===== src/rtl/bsc_defines.vh =====
// constants for the bipolar sar conversion control block
// Operation
// - separate input range kept per channel
// - two config bits choose input arrangement
// - power-up arrangement is four single-ended
// - serial clock edges drive conversion and shifting
// - external reference until reference bit written
// - power management bits select power-down mode
// - twos complement default, format bit gives binary
// - sequence uses coding of latest control write
// - thirteen-bit result, step is span over 8192
// - track resumes on fifteenth falling clock edge
// - hold starts at chip select falling edge
// - sixteen-clock frame, write flag plus select
// - decode write flag and select into registers
// - address picks channel or sequence end channel
// - new configuration applies from next conversion
`ifndef BSC_DEFINES_VH
`define BSC_DEFINES_VH
`define BSC_FRAME_BITS 16
`define BSC_CNT_W 5
`define BSC_TRACK_EDGE 5'd14
`define BSC_LAST_EDGE 5'd15
`define BSC_RES_W 13
`define BSC_WR_BIT 15
`define BSC_SEL_HI 14
`define BSC_SEL_LO 13
`define BSC_SEL_CTRL 2'b00
`define BSC_SEL_RANGE 2'b01
`define BSC_SEL_SEQ 2'b11
`define BSC_CTRL_HI 12
`define BSC_CTRL_LO 1
`define BSC_CTRL_W 12
`define BSC_CTRL_RST 12'h000
`define BSC_C_ADDR_HI 10
`define BSC_C_ADDR_LO 9
`define BSC_C_MODE_HI 8
`define BSC_C_MODE_LO 7
`define BSC_C_PM_HI 6
`define BSC_C_PM_LO 5
`define BSC_C_CODING 4
`define BSC_C_REF 3
`define BSC_C_SEQ_HI 2
`define BSC_C_SEQ_LO 1
`define BSC_REG8_HI 12
`define BSC_REG8_LO 5
`define BSC_RANGE_RST 8'h00
`define BSC_SEQ_RST 8'h00
`define BSC_SEQ_OFF 2'b00
`define BSC_MODE_SE4 2'b00
`define BSC_RES_RST 13'h0000
`endif


===== src/rtl/bsc_buf2.v =====
// two-entry valid/ready buffer in the result path
`timescale 1ns/1ps
`default_nettype none
`include "bsc_defines.vh"
module bsc_buf2 (
  input wire clk_i,
  input wire rst_n_i,
  input wire [12:0] in_data_i,
  input wire in_valid_i,
  output wire in_ready_o,
  output wire [12:0] out_data_o,
  output wire out_valid_o,
  input wire out_ready_i
);
  reg [12:0] mem_q [0:1];
  reg wr_q;
  reg rd_q;
  reg [1:0] cnt_q;
  reg ready_q;
  wire push = in_valid_i & ready_q;
  wire pop = out_ready_i & (cnt_q != 2'd0);
  assign in_ready_o = ready_q;
  assign out_valid_o = (cnt_q != 2'd0);
  assign out_data_o = mem_q[rd_q];
  always @(posedge clk_i) begin
    if (!rst_n_i) begin
      wr_q <= 1'b0;
      rd_q <= 1'b0;
      cnt_q <= 2'd0;
      ready_q <= 1'b1;
      mem_q[0] <= `BSC_RES_RST;
      mem_q[1] <= `BSC_RES_RST;
    end else begin
      if (push) begin
        mem_q[wr_q] <= in_data_i;
        wr_q <= ~wr_q;
      end
      if (pop)
        rd_q <= ~rd_q;
      if (push & ~pop) begin
        cnt_q <= cnt_q + 2'd1;
        ready_q <= (cnt_q != 2'd1);
      end else if (pop & ~push) begin
        cnt_q <= cnt_q - 2'd1;
        ready_q <= 1'b1;
      end
    end
  end
endmodule
`default_nettype wire


===== src/rtl/bsc_core.v =====
// serial frame decoder, configuration registers and result shifter
`timescale 1ns/1ps
`default_nettype none
`include "bsc_defines.vh"
module bsc_core (
  input wire clk_i,
  input wire rst_n_i,
  input wire cs_n_i,
  input wire sclk_i,
  input wire din_i,
  output reg dout_o,
  output reg dout_oe_o,
  output reg track_o,
  output reg [1:0] channel_o,
  output reg [1:0] range_o,
  output reg [1:0] input_config_o,
  output reg [1:0] power_mgmt_o,
  output reg ref_internal_o,
  output reg [7:0] range_reg_o,
  output reg [7:0] seq_reg_o,
  input wire [12:0] result_data_i,
  input wire result_valid_i,
  output wire result_ready_o
);
  // pin synchronisers feed edge detectors
  localparam NPIN = 3;
  localparam PIN_CS = 0;
  localparam PIN_SCLK = 1;
  localparam PIN_DIN = 2;
  localparam [NPIN-1:0] PIN_IDLE = 3'b011;
  wire [NPIN-1:0] pin_in;
  wire [NPIN-1:0] pin_s;
  reg cs_d3_q;
  reg sclk_d3_q;
  reg active_q;
  reg [`BSC_CNT_W-1:0] cnt_q;
  reg [14:0] rx_q;
  reg [15:0] tx_q;
  reg [`BSC_CTRL_W-1:0] ctrl_q;
  reg [1:0] seq_ch_q;
  reg [12:0] last_q;
  wire [12:0] buf_data;
  wire buf_valid;
  wire cs_fall;
  wire cs_rise;
  wire sclk_fall;
  wire din_s;
  wire sclk_edge;
  wire last_edge;
  wire [15:0] word;
  wire [1:0] wr_sel;
  wire wr_strobe;
  wire ctrl_wr;
  wire [1:0] addr;
  wire seq_on;
  wire [1:0] conv_ch;
  wire [12:0] raw;
  wire [12:0] code;
  genvar g;

  assign pin_in = {din_i, sclk_i, cs_n_i};
  assign cs_fall = cs_d3_q & ~pin_s[PIN_CS];
  assign cs_rise = ~cs_d3_q & pin_s[PIN_CS];
  assign sclk_fall = sclk_d3_q & ~pin_s[PIN_SCLK];
  assign din_s = pin_s[PIN_DIN];
  // sclk edges count only inside a frame, cs edges first
  assign sclk_edge = active_q & sclk_fall & ~cs_fall & ~cs_rise;
  assign last_edge = sclk_edge & (cnt_q == `BSC_LAST_EDGE);
  assign word = {rx_q, din_s};
  assign wr_sel = word[`BSC_SEL_HI:`BSC_SEL_LO];
  assign wr_strobe = last_edge & word[`BSC_WR_BIT];
  assign ctrl_wr = wr_strobe & (wr_sel == `BSC_SEL_CTRL);
  assign addr = ctrl_q[`BSC_C_ADDR_HI:`BSC_C_ADDR_LO];
  assign seq_on = ctrl_q[`BSC_C_SEQ_HI:`BSC_C_SEQ_LO] != `BSC_SEQ_OFF;
  assign conv_ch = seq_on ? seq_ch_q : addr;
  assign raw = buf_valid ? buf_data : last_q;
  // offset-binary code in, msb flipped for twos complement
  assign code = ctrl_q[`BSC_C_CODING] ? raw :
                {~raw[12], raw[11:0]};

  function [1:0] range_of;
    input [1:0] ch;
    input [7:0] r;
    begin
      range_of = r[7 - 2 * ch -: 2];
    end
  endfunction

  bsc_buf2 u_buf (
    .clk_i(clk_i),
    .rst_n_i(rst_n_i),
    .in_data_i(result_data_i),
    .in_valid_i(result_valid_i),
    .in_ready_o(result_ready_o),
    .out_data_o(buf_data),
    .out_valid_o(buf_valid),
    .out_ready_i(cs_fall)
  );

  generate
    for (g = 0; g < NPIN; g = g + 1) begin : g_sync
      reg s1_q;
      reg s2_q;
      always @(posedge clk_i) begin
        if (!rst_n_i) begin
          s1_q <= PIN_IDLE[g];
          s2_q <= PIN_IDLE[g];
        end else begin
          s1_q <= pin_in[g];
          s2_q <= s1_q;
        end
      end
      assign pin_s[g] = s2_q;
    end
  endgenerate

  // edge detector delay, reset to the idle pin levels
  always @(posedge clk_i) begin
    if (!rst_n_i) begin
      cs_d3_q <= 1'b1;
      sclk_d3_q <= 1'b1;
    end else begin
      cs_d3_q <= pin_s[PIN_CS];
      sclk_d3_q <= pin_s[PIN_SCLK];
    end
  end

  // frame bit counter and receive shifter
  always @(posedge clk_i) begin
    if (!rst_n_i) begin
      active_q <= 1'b0;
      cnt_q <= {`BSC_CNT_W{1'b0}};
      rx_q <= 15'h0000;
    end else if (cs_fall) begin
      active_q <= 1'b1;
      cnt_q <= {`BSC_CNT_W{1'b0}};
    end else if (cs_rise) begin
      active_q <= 1'b0;
    end else if (sclk_edge) begin
      cnt_q <= cnt_q + {{(`BSC_CNT_W-1){1'b0}}, 1'b1};
      rx_q <= word[14:0];
      if (last_edge)
        active_q <= 1'b0;
    end
  end

  // track and hold control
  always @(posedge clk_i) begin
    if (!rst_n_i) begin
      track_o <= 1'b1;
    end else if (cs_fall) begin
      track_o <= 1'b0;
    end else if (sclk_edge && cnt_q == `BSC_TRACK_EDGE) begin
      track_o <= 1'b1;
    end
  end

  // write-only registers, loaded at the sixteenth edge
  always @(posedge clk_i) begin
    if (!rst_n_i) begin
      ctrl_q <= `BSC_CTRL_RST;
      range_reg_o <= `BSC_RANGE_RST;
      seq_reg_o <= `BSC_SEQ_RST;
    end else if (wr_strobe) begin
      case (wr_sel)
        `BSC_SEL_CTRL: begin
          ctrl_q <= word[`BSC_CTRL_HI:`BSC_CTRL_LO];
        end
        `BSC_SEL_RANGE: begin
          range_reg_o <= word[`BSC_REG8_HI:`BSC_REG8_LO];
        end
        `BSC_SEL_SEQ: begin
          seq_reg_o <= word[`BSC_REG8_HI:`BSC_REG8_LO];
        end
        default: begin
          ctrl_q <= ctrl_q;
        end
      endcase
    end
  end

  // sequence position, restarts on each control write
  always @(posedge clk_i) begin
    if (!rst_n_i) begin
      seq_ch_q <= 2'b00;
    end else if (cs_fall) begin
      if (seq_on)
        seq_ch_q <= (seq_ch_q == addr) ? 2'b00 : seq_ch_q + 2'b01;
    end else if (ctrl_wr) begin
      seq_ch_q <= 2'b00;
    end
  end

  // settings frozen at hold so a write in this frame waits
  always @(posedge clk_i) begin
    if (!rst_n_i) begin
      channel_o <= 2'b00;
      range_o <= 2'b00;
      input_config_o <= `BSC_MODE_SE4;
      power_mgmt_o <= 2'b00;
      ref_internal_o <= 1'b0;
      last_q <= `BSC_RES_RST;
    end else if (cs_fall) begin
      channel_o <= conv_ch;
      range_o <= range_of(conv_ch, range_reg_o);
      input_config_o <= ctrl_q[`BSC_C_MODE_HI:`BSC_C_MODE_LO];
      power_mgmt_o <= ctrl_q[`BSC_C_PM_HI:`BSC_C_PM_LO];
      ref_internal_o <= ctrl_q[`BSC_C_REF];
      last_q <= raw;
    end
  end

  // result shifter, channel bits lead the code
  always @(posedge clk_i) begin
    if (!rst_n_i) begin
      tx_q <= 16'h0000;
      dout_o <= 1'b0;
      dout_oe_o <= 1'b0;
    end else if (cs_fall) begin
      tx_q <= {conv_ch[0], code, 2'b00};
      dout_o <= conv_ch[1];
      dout_oe_o <= 1'b1;
    end else if (cs_rise) begin
      dout_oe_o <= 1'b0;
    end else if (sclk_edge) begin
      dout_o <= tx_q[15];
      tx_q <= {tx_q[14:0], 1'b0};
    end
  end
endmodule
`default_nettype wire


===== config.mk =====
export PLATFORM = sky130hd
export DESIGN_NAME = bsc_core
export DESIGN_NICKNAME = d
export VERILOG_FILES = /design/src/rtl/bsc_buf2.v /design/src/rtl/bsc_core.v
export VERILOG_INCLUDE_DIRS = /design/src /design/src/rtl
export SDC_FILE = /design/constraint.sdc
export NUM_CORES = 1
export LEC_CHECK = 0
export BUFFER_PORTS_ARGS = -buffer_cell sky130_fd_sc_hd__buf_4
export CAP_MARGIN = 20
export CORE_MARGIN = 5
export CORE_UTILIZATION = 55
export CTS_BUF_LIST = sky130_fd_sc_hd__clkbuf_2
export DETAILED_ROUTE_END_ITERATION = 8
export HOLD_SLACK_MARGIN = 0.15
export PLACE_DENSITY = 0.79
export SLEW_MARGIN = 20
export SYNTH_ARGS = -nofsm -noshare
export SYNTH_HDL_FRONTEND = slang
export SYNTH_SLANG_ARGS = --single-unit

===== constraint.sdc =====
create_clock -name clk_i -period 3.42 [get_ports clk_i]
set_clock_uncertainty 0.2 [all_clocks]
set_input_delay 0.342 -clock clk_i [delete_from_list [all_inputs] [get_ports clk_i]]
set_output_delay 0.342 -clock clk_i [all_outputs]
set_load 0.005 [all_outputs]

==> results by group, run 1 <==
Run status
  • Result of the run: complete, no violations

Detailed routing
  • Overall via count from detail_route: 3962
  • DRT iter0 DRCs: 285
  • Vias per std cell: 5.38
  • DR pass1 iterations: 6
  • WL per Instance: 14.8 µm
  • Antenna-violating nets left: 0
  • Number of remaining DRC errors: 0
  • Final WL: 10.9 mm

Clock tree
  • TritonCTS clock tree: built
  • Clock tree buffer depth: 2
  • Clock sink total: 128
  • Clock edge transition at the registers on the reported setup and hold paths: 180 ps
  • H-Tree Depth: 4
  • Clock network latency to the later pin of the worst-skew pair: 650 ps
  • Total setup buffers inserted after CTS: 0
  • Cts bufs inserted: 17
  • Clk Tree Root Cell: clkbuf_2

Critical path
  • FF-to-FF End: seq_ch_q[0]
  • Number of cells on the worst reg-to-reg path: 6
  • Critical path cell sequence: ha_1 > and3_1 > ha_1 > nand2_1 > nand4b_1 > a41o_1
  • Path type of the worst setup path: reg -> reg
  • Critical Path Source Type: register
  • Worst reg2reg path startpoint: cnt_q[0]
  • Capturing element type of the critical path: register
  • Worst path slowest cell: nand4b_1
  • Count of buffer and inverter cells on the critical path: 0
  • CP top delay family: simple AND/OR/NAND/NOR gates
  • Crit path max fanout: 22
  • WP data arrival: 2880 ps
  • Data required, critical path: 3750 ps
  • Critical Path Max Stage Delay: 720 ps
  • Worst reg-to-reg setup slack: 870 ps
  • Most frequent cell on the critical path: ha_1

Min path
  • Worst hold path startpoint: din_i
  • Hold worst-path end: g_sync[2].s1_q
  • Path class of the lowest-slack min-delay path: in -> reg
  • Number of cells traversed by the worst hold path: 3

Synth
  • Sequential cell area fraction in the yosys report: 54.3%
  • Gate Count Post-Synth: 531
  • Multiplexer share of the synthesized area: 10.2%
  • Total nets after synthesis: 559
  • Dominant register cell in the synthesized netlist: dfxtp_1
  • Average instance area after synthesis: 9.79 µm²
  • Adder and majority cell fraction of the synthesized area: 2.17%
  • Netlist cell types: 46
  • Number of warning messages in the yosys log: 0
  • Basic-gate share of the synthesized area counting and, or, nand and nor cells: 16.9%
  • Synthesized-area fraction occupied by ao, oa, aoi and oai cells: 11.4%
  • Number of flip-flops and latches in the synthesized netlist: 128
  • XOR/XNOR Fraction of Synth Area: 1.52%
  • Dominant combinational cell family by area after synthesis: simple AND/OR/NAND/NOR gates
  • Post-synth EDFFs: 26
  • Netlist area before placement: 5200 µm²
  • Post-synthesis async set-or-reset flop share: 0%

STA
  • Maximum frequency from static timing analysis: 392 MHz
  • Number of max-slew violations in the final report: 0
  • Min Clock Period, post-route: 2550 ps
  • Max-Slew Margin vs Limit: 35.6%
  • Actual slew at the worst max-slew pin: 967 ps
  • Final setup viols: 0
  • Hold Violations, Final: 0
  • Worst hold slack: 245 ps
  • Accumulated negative setup slack: 0 ps
  • Final worst-path cycle share: 74.5%
  • RSZ-0062 raised after global routing: false

GRT
  • Number of antenna violations at the first check in global routing: 0
  • First-pass GRT wire length: 18.5 mm
  • Total routing resource utilization after global routing: 20.3%
  • Maximum number of pins on one net before global-route repair: 60
  • Aggregate global routing overflow: 0
  • Vias in the first global route: 3802

Layout
  • Antenna diodes: 0
  • Post-layout net count: 623
  • Fraction of final layout cells sized beyond drive strength 1: 16.1%
  • Area grow syn2layout: 17.4%
  • Post-layout util: 66.0%
  • Commonest non-fill, non-tap cells in the layout: 102 x dfxtp_1, 83 x nand2_1, 57 x buf_4
  • Commonest non-fill, non-tap cell in the layout: dfxtp_1

Job
  • Number of maximum-capacitance constraint violations: 0

Pwr
  • Power per unit of standard cell area: 461 nW/µm²
  • Pleak: 2.28 nW
  • Worst vdd ir: 388 µV

Floorplanning
  • Initial core utilization: 56.2%
  • Die height: 107 µm
  • Area of the placeable core: 9240 µm²
  • Full die area: 11500 µm²
  • Placement Rows: 35
  • Width of the die: 107 µm
  • Top-Level Pins: 48

Placement
  • Port bufs: 47
  • Routability congestion estimate from global placement: 0.786
  • Sum of net half-perimeters after detailed placement: 7.14 mm
## synth_stat cells (2+ instances only)
| cell | instances | area share [%] |
|---|---|---|
| nor3_1 | 2 | 0.19 |
| ha_1 | 9 | 2.2 |
| nand3_1 | 16 | 1.5 |
| xor2_1 | 4 | 0.67 |
| and3_1 | 2 | 0.24 |
| a31oi_1 | 2 | 0.24 |
| inv_1 | 10 | 0.72 |
| o221ai_1 | 2 | 0.34 |
| clkbuf_1 | 22 | 1.6 |
| nor2_1 | 37 | 2.7 |
| mux2i_1 | 52 | 10 |
| nand2b_1 | 7 | 0.84 |
| nor2b_1 | 2 | 0.24 |
| o21ai_0 | 40 | 3.9 |
| dfxtp_1 | 102 | 39 |
| edfxtp_1 | 26 | 15 |
| xnor2_1 | 5 | 0.84 |
| buf_2 | 8 | 0.77 |
| a211oi_1 | 15 | 2.2 |
| and2_1 | 28 | 3.4 |
| nand2_1 | 83 | 6.0 |
| a21oi_1 | 33 | 3.2 |
## cells by family after synthesis
| family | count (synthesis) |
|---|---|
| AND/OR/NAND/NOR | 186 |
| flip-flops | 128 |
| AO/OA/AOI/OAI | 102 |
| multiplexers | 53 |
| buffers and inverters | 44 |
| XOR/XNOR | 9 |
| adder cells (fa/ha/maj) | 9 |
## metrics by stage
stage               total power, mW  instance area, µm²  setup WS, ps  instances
global route                   2.94                6100           635        737
finish                         2.81                6100           870        737
CTS                            2.83                6090           879        737
floorplan                      1.82                5200          1100        531
detailed placement             1.89                5650           882        685
global placement               1.88                5650           967        685
## metal layers
layer / vias to the layer above / wire length [µm] / GRT usage (%)
met3: 12 / 475 / 4.82
li1: 1957 / - / -
met1: 1898 / 4930 / 26.9
met4: 0 / 130 / 7.12
met5: - / 0 / 0
met2: 95 / 5370 / 32.4
## report_power, final
part / internal (mW) / total, mW / leakage (nW) / switching [mW]
Clock: 0.343 / 0.929 / 0.146 / 0.586
Combinational: 0.105 / 0.256 / 1.04 / 0.151
Sequential: 1.60 / 1.63 / 1.10 / 0.0281
## registers in the layout, summed over array words and instances, names as in the netlist, 2 cells and up, named ones only
signal,flops
u_buf.mem_q,26
rx_q,15
tx_q,14
last_q,13
ctrl_q,10
range_reg_o,8
seq_reg_o,8
cnt_q,5
g_sync.s1_q,3
channel_o,2
g_sync.s2_q,2
input_config_o,2
power_mgmt_o,2
range_o,2
seq_ch_q,2
u_buf.cnt_q,2
## timing repair
| item | in CTS | in global routing |
|---|---|---|
| gates resized for setup | 0 | 0 |
| hold endpoints to repair | 83 | 0 |
| hold buffers | 20 | 0 |
## worst register-to-register path, cell delays in order (launching register included)
cell      delay, ps
dfxtp_1         430
ha_1            190
and3_1          160
ha_1            170
nand2_1         140
nand4b_1        720
a41o_1          470
## worst max path at each step
stage	slack (ps)	cells after the start	startpoint	to
after detailed placement	880	7	cnt_q[0]	seq_ch_q[1]
after CTS	880	6	cnt_q[0]	seq_ch_q[0]
after global placement	970	7	cnt_q[0]	seq_ch_q[1]
after global routing	630	7	cnt_q[0]	seq_ch_q[1]
after floorplan	1100	9	u_buf.cnt_q[0]	u_buf.in_ready_o
final	870	6	cnt_q[0]	seq_ch_q[0]
## final cells by class
class	instances	area, µm²
inverter	12	45.0
clock buffer	17	85.1
sequential	128	2820
tap	129	161
timing repair buffer	77	628
clock inverter	15	156
fill	698	3140
multi-input combinational	359	2200
Note: power is estimated with default switching activity, not from simulation.
==> run 2, diff against run 1 <==
PLACE_DENSITY = 0.82   (was 0.79)
clock period = 2.1 ns   (was 3.42 ns; I/O delays follow)
==> run 2 against run 1 <==
  * Sequential power rose by 63%
  * Sequential share of layout area is 2.3 points lower
  * Wire length is 5.1% higher
  * First-iteration DRC count shrank 28%
  * Combinational power is 80% higher
  * Cell area up 5.3%
  * Register-to-register slack lost 800 ps
  * Fmax rose by 26%
  * Core utilization grew 3.5 points
==> results by group, run 2 (synthesized netlist as in run 1, its figures left out) <==
Critical path
  • WP data arrival: 2440 ps (-440 ps)
  • Capturing element type of the critical path: register
  • Critical path cell sequence: inv_1 > ha_1 > and4bb_2 > nand2_4 > nor4b_4 > buf_6 > mux2i_1
  • Number of cells on the worst reg-to-reg path: 7 (+1)
  • Critical Path Source Type: register
  • Crit path max fanout: 8 (-64%)
  • FF-to-FF End: range_reg_o[1]
  • Path type of the worst setup path: reg -> reg
  • Worst reg2reg path startpoint: cs_d3_q
  • Worst reg-to-reg setup slack: 70 ps (-800 ps)
  • Data required, critical path: 2510 ps (-1240 ps)
  • Worst path slowest cell: dfxtp_1
  • Critical Path Max Stage Delay: 380 ps (-340 ps)

STA
  • Number of max-slew violations in the final report: 0 (unchanged)
  • RSZ-0062 raised after global routing: false
  • Max-Slew Margin vs Limit: 66.3% (+31 points)
  • Min Clock Period, post-route: 2030 ps (-521 ps)
  • Final setup viols: 0 (unchanged)
  • Maximum frequency from static timing analysis: 493 MHz (+26%)
  • Actual slew at the worst max-slew pin: 505 ps (-462 ps)
  • Hold Violations, Final: 0 (unchanged)
  • Final worst-path cycle share: 96.6% (+22 points)
  • Accumulated negative setup slack: 0 ps (unchanged)

GRT
  • Aggregate global routing overflow: 0 (unchanged)
  • Total routing resource utilization after global routing: 20.5% (+0.24 points)
  • Number of antenna violations at the first check in global routing: 0 (unchanged)
  • Vias in the first global route: 3930 (+3.4%)
  • Maximum number of pins on one net before global-route repair: 44 (-27%)
  • First-pass GRT wire length: 18.8 mm (+1.5%)

Detailed routing
  • WL per Instance: 15.0 µm (+1.0%)
  • Vias per std cell: 5.32 (-1.0%)
  • Overall via count from detail_route: 4081 (+3.0%)
  • DR pass1 iterations: 8 (+2)
  • Final WL: 11.5 mm (+5.1%)
  • DRT iter0 DRCs: 206 (-28%)
  • Number of remaining DRC errors: 0 (unchanged)
  • Antenna-violating nets left: 0 (unchanged)

Layout
  • Post-layout util: 69.5% (+3.5 points)
  • Fraction of final layout cells sized beyond drive strength 1: 18.0% (+1.9 points)
  • Post-layout net count: 653 (+4.8%)
  • Largest registers in the final layout: u_buf.mem_q: 26 flops, rx_q: 15 flops, tx_q: 14 flops
  • Commonest non-fill, non-tap cells in the layout: 100 x dfxtp_1, 83 x nand2_1, 68 x buf_4
  • Antenna diodes: 0 (unchanged)
  • Flip-flop count of the largest register after layout: 26 (unchanged)
  • Area grow syn2layout: 23.5%
  • Largest register by flop count: u_buf.mem_q
  • Fill cell instance count of the final layout: 648 (-7.2%)
  • Commonest non-fill, non-tap cell in the layout: dfxtp_1

Floorplanning
  • Top-Level Pins: 48 (unchanged)
  • Width of the die: 107 µm (unchanged)
  • Full die area: 11500 µm² (unchanged)
  • Initial core utilization: 56.2% (unchanged)
  • Die height: 107 µm (unchanged)
  • Placement Rows: 35 (unchanged)
  • Area of the placeable core: 9240 µm² (unchanged)

Clock tree
  • TritonCTS clock tree: built
  • Clk Tree Root Cell: clkbuf_2
  • Clock network latency to the later pin of the worst-skew pair: 670 ps (+20 ps)
  • Clock edge transition at the registers on the reported setup and hold paths: 230 ps (+50 ps)
  • Cts bufs inserted: 17 (unchanged)
  • Clock tree buffer depth: 2 (unchanged)
  • H-Tree Depth: 4 (unchanged)
  • Clock sink total: 128 (unchanged)

Placement
  • Sum of net half-perimeters after detailed placement: 7.36 mm (+3.0%)
  • Port bufs: 47 (unchanged)
  • Routability congestion estimate from global placement: 0.854 (+8.7%)

Job
  • Number of maximum-capacitance constraint violations: 0 (unchanged)

Pwr
  • Sequential share of power: 56.7% (-1.2 points)
  • Switching component of the power: 1.37 mW (+79%)
  • Fraction of power consumed by combinational cells: 9.9% (+0.8 points)
  • Worst vdd ir: 712 µV (+84%)
  • Power per unit of standard cell area: 727 nW/µm² (+58%)
  • Pleak: 2.43 nW (+6.4%)
  • Internal: 3.30 mW (+61%)
  • Switching share of power: 29.3% (+2.1 points)
  • Portion of total power attributed to the clock network: 33.5% (+0.5 points)

Min path
  • Path class of the lowest-slack min-delay path: in -> reg
  • Hold worst-path end: u_buf.mem_q[0][12]
  • Worst hold path startpoint: result_data_i[12]
  • Number of cells traversed by the worst hold path: 3 (unchanged)

Run status
  • Result of the run: complete, no violations
[run 2: repair_timing]
item | in CTS | in global routing
endpoints found under the setup margin | 0 | 24
hold buffers | 35 | 0
buffers inserted | 0 | 3
resized for setup | 0 | 8
endpoints found under the hold margin | 154 | 0
[run 2: power groups by stage]
stage | Combinational, mW | Clock (mW) | Sequential (mW)
6_report | 0.461 | 1.56 | 2.65
3_5_place_dp | 0.402 | 0 | 2.70
3_3_place_gp | 0.388 | 0 | 2.69
5_1_grt | 0.508 | 1.70 | 2.66
4_1_cts | 0.456 | 1.59 | 2.65
2_1_floorplan | 0.285 | 0 | 2.68
[run 2: how the worst max path moves through the flow]
stage                        start          endpoint  slack (ps)  cells past startpoint
finish                     cs_d3_q    range_reg_o[1]          70                      7
global route              cnt_q[1]    range_reg_o[1]           6                      8
CTS                       cnt_q[1]         ctrl_q[2]         0.6                      8
detailed placement        cnt_q[1]         ctrl_q[6]          30                      8
global placement           cs_d3_q    range_reg_o[4]         170                      7
floorplan           u_buf.cnt_q[0]  u_buf.in_ready_o           3                      9
[run 2: final cells by class]
cell class | count | area, µm² | share of cell area, %
Clock buffer | 17 | 85.1 | 1.33
Clock inverter | 15 | 165 | 2.57
Timing Repair Buffer | 107 | 923 | 14.4
Tap cell | 129 | 161 | 2.51
Inverter | 12 | 47.5 | 0.741
Sequential cell | 128 | 2830 | 44.0
Multi-Input combinational cell | 359 | 2210 | 34.5
[run 2: metrics by stage]
step	instance area [µm²]	std cells	setup slack [ps]	hold WS [ps]	power, mW
after floorplan	5210	531	3.17	111	2.97
after global placement	5770	697	175	196	3.08
after detailed placement	5770	697	32.3	197	3.10
after CTS	6370	764	0.605	153	4.69
after global routing	6420	767	6.48	159	4.86
final	6420	767	71.3	204	4.67
[run 2: per-layer routing]
layer  up-vias  wire length (µm)  share of wire, %  GRT usage, %
li1       2022                 -                 -             -
met1      1945              5040                44          26.0
met2        99              5710                50          34.5
met3        15               559               4.9          6.08
met4         0               151               1.3          4.66
met5         -                 0                 0             0
[run 2: critical path, delay by kind of cell, from the launching register on]
kind          cells  cell delay (ps)
mux               1              200
fa+ha+maj         1              200
simple gates      3              740
buf+inv           2              260
flops             1              380
